--- config.mk ---
export PLATFORM = sky130hd
export DESIGN_NAME = dsc_stream_ctrl
export DESIGN_NICKNAME = d
export VERILOG_FILES = /design/src/inc/dsc_pkg.sv /design/src/hdl/dsc_stream_ctrl.sv
export SDC_FILE = /design/constraint.sdc
export NUM_CORES = 1
export LEC_CHECK = 0
export BUFFER_PORTS_ARGS = -buffer_cell sky130_fd_sc_hd__buf_2
export CELL_PAD_IN_SITES_DETAIL_PLACEMENT = 2
export CELL_PAD_IN_SITES_GLOBAL_PLACEMENT = 2
export CORE_UTILIZATION = 34
export DETAILED_ROUTE_END_ITERATION = 10
export PLACE_DENSITY_LB_ADDON = 0.1
export SLEW_MARGIN = 40
export SYNTH_ARGS = -nofsm -noshare
export SYNTH_HDL_FRONTEND = slang
export SYNTH_SLANG_ARGS = --single-unit
export TNS_END_PERCENT = 30
--- constraint.sdc ---
create_clock -name clk -period 6.5 [get_ports clk]
set_clock_uncertainty 0.15 [all_clocks]
set_input_delay 0.975 -clock clk [delete_from_list [all_inputs] [get_ports clk]]
set_output_delay 0.975 -clock clk [all_outputs]
set_load 0.01 [all_outputs]
--- src/inc/dsc_pkg.sv ---
// Constants, register map and state type for the upper-stream DMA config block.
package dsc_pkg;

	// -------------------------------------------------------------------
	// Register map
	// -------------------------------------------------------------------
	localparam logic [11:0] UPPER_STATUS_OFS = 12'h004;
	localparam logic [11:0] UPPER_CLEAR_OFS  = 12'h00C;
	localparam logic [11:0] CFG_BASE_OFS     = 12'h010;
	localparam logic [11:0] MODE_BASE_OFS    = 12'h024;
	localparam logic [11:0] STREAM_STRIDE    = 12'h018;
	localparam int          FIRST_STREAM     = 4;
	localparam int          NUM_STREAMS      = 4;

	localparam logic [31:0] CFG_RESET        = 32'h0000_0000;
	localparam logic [31:0] CFG_RW_MASK      = 32'h0FEF_FFFF;
	localparam logic [31:0] CFG_LIVE_MASK    = 32'h0000_001F;
	localparam logic [1:0]  MODE_RESET       = 2'h0;

	// -------------------------------------------------------------------
	// Configuration field positions
	// -------------------------------------------------------------------
	localparam int REQ_LINE_LSB   = 25;
	localparam int MEM_BURST_LSB  = 23;
	localparam int PER_BURST_LSB  = 21;
	localparam int TARGET_BIT     = 19;
	localparam int DBUF_BIT       = 18;
	localparam int PRIO_LSB       = 16;
	localparam int FIXED4_BIT     = 15;
	localparam int MEM_WIDTH_LSB  = 13;
	localparam int PER_WIDTH_LSB  = 11;
	localparam int MEM_STEP_BIT   = 10;
	localparam int PER_STEP_BIT   = 9;
	localparam int WRAP_BIT       = 8;
	localparam int DIR_LSB        = 6;
	localparam int PACE_BIT       = 5;
	localparam int DONE_IE_BIT    = 4;
	localparam int HALF_IE_BIT    = 3;
	localparam int ERR_IE_BIT     = 2;
	localparam int DME_IE_BIT     = 1;
	localparam int EN_BIT         = 0;

	localparam int DMOFF_BIT      = 2;
	localparam int FIFO_IE_BIT    = 7;

	localparam logic [1:0] DIR_MEM2MEM = 2'h2;
	localparam logic [1:0] BURST_SINGLE = 2'h0;

	// -------------------------------------------------------------------
	// Flag layout inside the status and clear words
	// -------------------------------------------------------------------
	localparam int FLAG_FIFO   = 0;
	localparam int FLAG_DME    = 2;
	localparam int FLAG_ERR    = 3;
	localparam int FLAG_HALF   = 4;
	localparam int FLAG_DONE   = 5;
	localparam logic [31:0] FLAG_MASK = 32'h0F7D_0F7D;

	// -------------------------------------------------------------------
	// Whole block state
	// -------------------------------------------------------------------
	typedef struct packed {
		logic [NUM_STREAMS-1:0][31:0] cfg;
		logic [NUM_STREAMS-1:0][1:0]  mode;
		logic [31:0]                  flags;
		logic [31:0]                  prdata;
		logic                         pready;
		logic                         pslverr;
		logic [NUM_STREAMS-1:0]       irq;
	} dsc_state_t;

endpackage

--- src/hdl/dsc_stream_ctrl.sv ---
// APB register block: stream configuration and upper-stream flag clearing.
//
// Our own choice: the APB slave port.
`timescale 1ns/10ps
// Notes on behaviour
// Writing one to clear_complete bits 27,21,11,5 clears that stream's complete_flag.
// Writing one to clear_half bits 26,20,10,4 clears that half_flag.
// Writing one to clear_error bits 25,19,9,3 clears that error_flag.
// Writing one to bits 24,18,8,2 clears directmode_error_flag.
// Bits 22,16,6,0 clear fifo_error_flag; reserved clear bits do nothing.
// request_line_select bits 27:25 choose request channel 0 to 7.
// Protected fields accept writes only while stream_on is 0.
// mem_beats_per_burst 24:23 selects single, INCR4, INCR8 or INCR16.
// Direct mode forces mem_beats_per_burst to zero once enabled.
// periph_beats_per_burst 22:21 same encoding, forced zero in direct mode.
// current_target bit 19 set by software when off, toggled by hardware.
// double_buffer_mode bit 18 switches memory target at each transfer end.
// priority_level 17:16 ranks low, medium, high, very high.
// periph_step_fixed_four bit 15 selects fixed four-byte peripheral step.
// Enabled stream forces periph_step_fixed_four low in direct or burst mode.
// Item widths 14:13 and 12:11 encode byte, half-word, word.
// Direct mode copies periph_item_width into mem_item_width when enabled.
// Address step bits 10 and 9 advance pointers by item width.
// Enabled stream clears wraparound when peripheral paces, sets it for double buffer.
// transfer_way 7:6 selects periph-to-mem, mem-to-periph, mem-to-mem.
// periph_paces_transfer bit 5 forced zero for memory-to-memory.
// Complete, half and error irq enables let events raise the interrupt.
// directmode_error_irq_on bit 1 enables the direct mode error interrupt.
// stream_on cleared at transfer end unless double_buffer_mode or wraparound is set, and at bus error or threshold mismatch.
// Direct mode active when directmode_off is 0; forced 1 for mem-to-mem.
// Stream interrupt follows enabled flags and drops when flags clear.

module dsc_stream_ctrl
	import dsc_pkg::*;
(
	// Clock and reset
	input  wire logic                         clk,
	input  wire logic                         rst_n,
	// APB slave
	input  wire logic                         psel,
	input  wire logic                         penable,
	input  wire logic                         pwrite,
	input  wire logic [11:0]                  paddr,
	input  wire logic [31:0]                  pwdata,
	output logic      [31:0]                  prdata,
	output logic                              pready,
	output logic                              pslverr,
	// Events from the transfer engine, one bit per upper stream
	input  wire logic [NUM_STREAMS-1:0]       evtComplete,
	input  wire logic [NUM_STREAMS-1:0]       evtHalf,
	input  wire logic [NUM_STREAMS-1:0]       evtError,
	input  wire logic [NUM_STREAMS-1:0]       evtDirectErr,
	input  wire logic [NUM_STREAMS-1:0]       evtFifoErr,
	input  wire logic [NUM_STREAMS-1:0]       xferEnd,
	input  wire logic [NUM_STREAMS-1:0]       busFault,
	input  wire logic [NUM_STREAMS-1:0]       thresholdBad,
	// Effective configuration towards the transfer engine, and per-stream interrupt requests
	output logic      [NUM_STREAMS-1:0][31:0] streamCfg,
	output logic      [NUM_STREAMS-1:0]       directModeOff,
	output logic      [NUM_STREAMS-1:0]       streamIrq
);

	// -------------------------------------------------------------------
	// Helper functions
	// -------------------------------------------------------------------

	// Byte address of a per-stream register for upper stream idx.
	function automatic logic [11:0] streamAddr(
		input logic [11:0] base,
		input int          idx
	);
		logic [11:0] num;
		num = 12'(FIRST_STREAM + idx);
		return 12'(base + 12'(STREAM_STRIDE * num));
	endfunction

	// Lowest bit of an upper stream's six-bit group in the flag words.
	function automatic int flagBase(input int idx);
		int pos;
		pos = 0;
		case (idx)
			0: pos = 0;
			1: pos = 6;
			2: pos = 16;
			3: pos = 22;
			default: pos = 0;
		endcase
		return pos;
	endfunction

	// Interrupt request of one stream from its flag group and enables.
	function automatic logic flagIrq(
		input logic [5:0]  flg,
		input logic [31:0] cw,
		input logic        fifoIe
	);
		logic req;
		req = 1'b0;
		req = req | (flg[FLAG_DONE] & cw[DONE_IE_BIT]);
		req = req | (flg[FLAG_HALF] & cw[HALF_IE_BIT]);
		req = req | (flg[FLAG_ERR]  & cw[ERR_IE_BIT]);
		req = req | (flg[FLAG_DME]  & cw[DME_IE_BIT]);
		req = req | (flg[FLAG_FIFO] & fifoIe);
		return req;
	endfunction

	// -------------------------------------------------------------------
	// State
	// -------------------------------------------------------------------
	dsc_state_t s_q;
	dsc_state_t s_d;

	logic        accessCyc;
	logic        commit;
	logic        wrCommit;
	logic        rdPhase;
	logic        hit;
	logic [31:0] rdata;
	logic [31:0] clrBits;
	logic [31:0] setBits;
	logic [31:0] cfg;
	logic [1:0]  mode;
	logic        wasOn;
	logic        dmOff;
	logic [5:0]  fl;
	int          fb;

	// -------------------------------------------------------------------
	// Next state
	// -------------------------------------------------------------------
	always_comb begin
		s_d       = s_q;
		accessCyc = psel & penable;
		commit    = accessCyc & s_q.pready;
		wrCommit  = commit & pwrite;
		rdPhase   = accessCyc & ~s_q.pready;
		hit       = 1'b0;
		rdata     = 32'h0000_0000;
		clrBits   = 32'h0000_0000;
		setBits   = 32'h0000_0000;
		cfg       = 32'h0000_0000;
		mode      = 2'h0;
		wasOn     = 1'b0;
		dmOff     = 1'b0;
		fl        = 6'h00;
		fb        = 0;

		// Address decode and read data for the access phase.
		if (paddr == UPPER_STATUS_OFS) begin
			hit   = 1'b1;
			rdata = s_q.flags;
		end
		if (paddr == UPPER_CLEAR_OFS) begin
			hit = 1'b1;
		end
		for (int i = 0; i < NUM_STREAMS; i++) begin
			if (paddr == streamAddr(CFG_BASE_OFS, i)) begin
				hit   = 1'b1;
				rdata = s_q.cfg[i];
			end
			if (paddr == streamAddr(MODE_BASE_OFS, i)) begin
				hit                = 1'b1;
				rdata              = 32'h0000_0000;
				rdata[DMOFF_BIT]   = s_q.mode[i][0];
				rdata[FIFO_IE_BIT] = s_q.mode[i][1];
			end
		end

		// The answer comes one cycle into the access phase.
		s_d.pready  = rdPhase;
		s_d.pslverr = rdPhase & ~hit;
		s_d.prdata  = (rdPhase & ~pwrite) ? rdata : 32'h0000_0000;

		// clear strobes
		// clear strobes, reserved bits masked
		if (wrCommit && paddr == UPPER_CLEAR_OFS) begin
			clrBits = pwdata & FLAG_MASK;
		end

		for (int i = 0; i < NUM_STREAMS; i++) begin
			cfg   = s_q.cfg[i];
			mode  = s_q.mode[i];
			wasOn = cfg[EN_BIT];

			// protected field writes
			// fields stored as written
			if (wrCommit && paddr == streamAddr(CFG_BASE_OFS, i)) begin
				if (wasOn) begin
					cfg = (cfg & ~CFG_LIVE_MASK) |
						(pwdata & CFG_LIVE_MASK);
				end else begin
					cfg = pwdata & CFG_RW_MASK;
				end
			end
			// directmode_off locked while on
			if (wrCommit && !wasOn &&
				paddr == streamAddr(MODE_BASE_OFS, i)) begin
				mode[0] = pwdata[DMOFF_BIT];
				mode[1] = pwdata[FIFO_IE_BIT];
			end

			// target toggle at end
			// stream stops at end
			if (wasOn && xferEnd[i]) begin
				if (cfg[DBUF_BIT]) begin
					cfg[TARGET_BIT] = ~cfg[TARGET_BIT];
				end else if (!cfg[WRAP_BIT]) begin
					cfg[EN_BIT] = 1'b0;
				end
			end
			// error stops stream
			if (wasOn && (busFault[i] || thresholdBad[i])) begin
				cfg[EN_BIT] = 1'b0;
			end

			// no peripheral pacing mem-to-mem
			if (cfg[DIR_LSB +: 2] == DIR_MEM2MEM) begin
				cfg[PACE_BIT] = 1'b0;
			end

			if (cfg[EN_BIT]) begin
				// mem-to-mem forbids direct
				if (cfg[DIR_LSB +: 2] == DIR_MEM2MEM) begin
					mode[0] = 1'b1;
				end
				dmOff = mode[0];
				// direct mode forcing
				if (!dmOff) begin
					cfg[MEM_BURST_LSB +: 2] = BURST_SINGLE;
					cfg[PER_BURST_LSB +: 2] = BURST_SINGLE;
					cfg[MEM_WIDTH_LSB +: 2] = cfg[PER_WIDTH_LSB +: 2];
				end
				// fixed step cleared
				if (!dmOff ||
					cfg[PER_BURST_LSB +: 2] != BURST_SINGLE) begin
					cfg[FIXED4_BIT] = 1'b0;
				end
				// wraparound forcing
				if (cfg[DBUF_BIT]) begin
					cfg[WRAP_BIT] = 1'b1;
				end
				if (cfg[PACE_BIT]) begin
					cfg[WRAP_BIT] = 1'b0;
				end
			end

			s_d.cfg[i]  = cfg;
			s_d.mode[i] = mode;

			// Flag sets: a set in the clearing cycle wins.
			fb = flagBase(i);
			setBits[fb + FLAG_FIFO] = evtFifoErr[i];
			setBits[fb + FLAG_DME]  = evtDirectErr[i];
			setBits[fb + FLAG_ERR]  = evtError[i];
			setBits[fb + FLAG_HALF] = evtHalf[i];
			setBits[fb + FLAG_DONE] = evtComplete[i];
		end

		// flag update
		s_d.flags = ((s_q.flags & ~clrBits) | setBits) & FLAG_MASK;

		for (int i = 0; i < NUM_STREAMS; i++) begin
			fb = flagBase(i);
			fl = s_d.flags[fb +: 6];
			cfg = s_d.cfg[i];
			// enabled flags raise irq
			s_d.irq[i] = flagIrq(fl, cfg, s_d.mode[i][1]);
		end
	end

	// -------------------------------------------------------------------
	// Registers
	// -------------------------------------------------------------------
	always_ff @(posedge clk or negedge rst_n) begin
		if (!rst_n) begin
			for (int i = 0; i < NUM_STREAMS; i++) begin
				s_q.cfg[i]  <= CFG_RESET;
				s_q.mode[i] <= MODE_RESET;
			end
			s_q.flags   <= 32'h0000_0000;
			s_q.prdata  <= 32'h0000_0000;
			s_q.pready  <= 1'b0;
			s_q.pslverr <= 1'b0;
			s_q.irq     <= '0;
		end else begin
			s_q <= s_d;
		end
	end

	// -------------------------------------------------------------------
	// Outputs
	// -------------------------------------------------------------------
	assign prdata    = s_q.prdata;
	assign pready    = s_q.pready;
	assign pslverr   = s_q.pslverr;
	assign streamCfg = s_q.cfg;
	assign streamIrq = s_q.irq;

	always_comb begin
		for (int i = 0; i < NUM_STREAMS; i++) begin
			directModeOff[i] = s_q.mode[i][0];
		end
	end

endmodule // dsc_stream_ctrl

==> impl_metrics.yaml <==
power:
  power.density_nw_per_um2: 219
  power_leakage_nw: 5.21
  vdd_ir_drop_max_uv: 137
  totalPowerFinal_mw: 2.22
clock_network:
  tritoncts: "built"
  numCtsBuffers: 17
  numClockSinks: 171
  cts_max_path_buffers: 2
  cts_root_buffer: "clkbuf_16"
  post_cts_setup_buffer_count: 0
  clk-insertion-delay-late_ns: 0.43
  ctsHtreeMaxLevel: 4
  cts.hold.buffers_added: 0
  post_cts_resize_count: 0
  clk_pin_slew_ns: 0.08
global_route:
  via_count_of_the_first_global_routing_pass: 7954
  maximum_number_of_pins_on_one_net_before_global_route_repair: 79
  grt_usage_pct: 24.8
  congestion_overflow_gr: 0
  initial_antenna_violation_count: 2
  grt_pass1_wl_um: 50900
yosys:
  ys_warn_count: 0
  combined_area_of_all_synthesized_cells_um2: 9140
  dominantRegCellSynth: "dfrtp_1"
  synthArstFlopShare_pct: 100
  synth_edf_count: 0
  yosys_register_bits: 171
  post_synth_num_cell_types: 56
  post_synth_inst_count: 970
  synthesis.area_per_instance_um2: 9.42
  synth.yosys.seq_area_share_pct: 46.8
worst_setup_path:
  reg2reg_to: "streamCfg[46]"
  critPathLaunch: "paddr[9]"
  worstReg2RegStart: "pready"
  critical_path.slowest_cell: "or4_1"
  cp.required_ns: 6.67
  worstRegToRegCells: 7
  cp_cell_instances: "buf_2, or4_1, nor3_1, and3_1, buf_4, nor2_1, a2111oi_4, mux2_4"
  timing_worst_setup_path_type: "input port to flop"
  critPathCapture: "streamCfg[110]"
  crit_path_start_kind: "input port"
  worst_path_largest_cell_delay_ns: 0.90
  cp-end-kind: "flop"
  worst_ep_arrival_time_ns: 4.29
  worstPathMaxFanout: 23
  setup.reg_to_reg.worst_slack_ns: 3.01
sta:
  slew_headroom_pct: 45.2
  shortest_clock_period_the_worst_path_allows_after_layout_ns: 4.12
  timing.hold.ws_ns: 0.353
  timing_worst_slew_pin_value_ns: 0.821
  period_share_pct: 63.4
  fmax_mhz: 243
  slew_violations: 0
  grt_setup_unrepaired: "no"
  post-route-worst-setup-slack_ns: 2.38
  timing_hold_violations_final: 0
  setup_viol: 0
  tns_ns: 0
final_layout:
  nets: 1129
  final_core_utilization_pct: 38.7
  final_cell_count_no_fill: 1396
  fraction_of_final_layout_cells_sized_beyond_drive_strength_1_pct: 31.1
  syn_to_final_growth_pct: 11.0
  num_antenna_cells: 0
  layout.cell_area.non_filler_um2: 10100
floorplanning:
  die_width_um: 166
  initial_core_util_pct: 34.9
  die_area_um2: 27500
  chipHeight_um: 166
  num_io_pins: 251
  coreArea_um2: 26200
  rows: 59
drt:
  route.detailed.drc: 19
  detail_route.vias_per_cell: 5.35
  met3_length_um: 1740
  vias: 7475
  route.detailed.wl_per_inst_um: 24.2
  router_iterations_before_antenna_repair: 10
  met2_wirelength_um: 16200
  route.top_layer_used: "met5"
  drt_iter0_drc: 592
  routed_wl_um: 33800
  wirelength_met1_um: 15400
  antenna_violating_nets_post_route: 0
min_path:
  min_delay_path_depth: 2
  min-delay-path-class: "flop to flop"
place:
  routabilityCongestion: 0.856
  post-dp-hpwl_um: 24000
  place_inst: 1364
  dpl_cell_area_um2: 9550
  io_buffer_count: 226
  place_worst_setup_slack_ns: 1.98
status:
  status: "complete, but fails checks"
  failed_checks: "DRC"
job:
  cap_violations: 0
-- layout make-up --
| type | instances | area, um2 |
|---|---|---|
| inverter | 17 | 63.8 |
| clock inverter | 14 | 154 |
| timing repair buffer | 249 | 1320 |
| fill | 2911 | 16100 |
| tap | 335 | 419 |
| clock buffer | 18 | 439 |
| sequential | 171 | 4280 |
| multi-input combinational | 592 | 3470 |
-- per-layer routing --
metal / global-route usage, % / up-vias
met2: 41.1 / 253
met4: 6.58 / 2
li1: - / 3335
met5: 0 / -
met3: 3.98 / 32
met1: 33.7 / 3853
-- cells by family (layout without fill, tap and decap cells) --
logic type / after synthesis / after routing / synth area share (%)
buf+inv: 227 / 298 / 16.4
mux: 45 / 45 / 5.45
compound gates: 181 / 181 / 13.9
other cells: 1 / 21 / 0.0410
xor+xnor: 4 / 4 / 0.383
simple gates: 341 / 341 / 17.0
flops: 171 / 171 / 46.8
-- power breakdown --
group	total, mW	internal (mW)	switching [mW]
Sequential	1.07	1.06	0.000926
Clock	1.06	0.556	0.499
Combinational	0.102	0.0282	0.0738
-- placed cells by master, fill, tap and decap left out, types with 3 or more instances in the layout --
| cell | n |
|---|---|
| nand2_1 | 231 |
| buf_2 | 225 |
| dfrtp_1 | 171 |
| a21oi_1 | 49 |
| a22oi_1 | 39 |
| mux2_2 | 30 |
| nor2_1 | 30 |
| buf_4 | 22 |
| a222oi_1 | 21 |
| conb_1 | 21 |
| inv_1 | 17 |
| o21ai_0 | 17 |
| clkbuf_16 | 17 |
| a21o_1 | 16 |
| mux2i_1 | 13 |
| nand3_1 | 12 |
| nor3_1 | 11 |
| nand2b_1 | 11 |
| a31oi_1 | 10 |
| and3_1 | 6 |
| nand4_1 | 5 |
| a32oi_1 | 5 |
| a221oi_1 | 5 |
| inv_6 | 5 |
| o22ai_1 | 4 |
| clkinvlp_4 | 4 |
| or4_1 | 3 |
| nor4_4 | 3 |
| nor4_1 | 3 |
| and4_1 | 3 |
| and2_1 | 3 |
| inv_8 | 3 |
-- state kept, by name, summed over array words and instances, names as in the netlist --
signal	flops
streamIrq	4
pready	1
s_q	24
directModeOff	4
streamCfg	108
prdata	29
pslverr	1
-- cells in the mapped netlist, types with 7 or more instances --
library cell  number  area [um2]
a21o_1            16         120
a21oi_1           49         245
a222oi_1          21         210
a22oi_1           39         293
a31oi_1           10        62.6
and3_1             7        43.8
buf_4            169        1270
clkbuf_1          32         120
dfrtp_1          171        4280
inv_1             17        63.8
mux2_2            30         338
mux2i_1           13         130
nand2_1          231         867
nand2b_1          11        68.8
nand3_1           12        60.1
nor2_1            31         116
nor3_1            14        70.1
o21ai_0           17        85.1
-- critical path, delay by kind of cell --
kind	cells	cell delay [ns]
AND/OR/NAND/NOR	4	1.90
AO/OA/AOI/OAI	1	0.61
buffers and inverters	2	0.43
multiplexers	1	0.35
-- worst min path at each step --
stage | end | from
2_1_floorplan | streamCfg[73] | streamCfg[73]
3_3_place_gp | streamCfg[80] | streamCfg[80]
3_5_place_dp | streamCfg[49] | streamCfg[49]
4_1_cts | streamCfg[49] | streamCfg[49]
5_1_grt | streamCfg[112] | streamCfg[112]
6_report | streamCfg[49] | streamCfg[49]
Power figures use the tool's default switching activity.
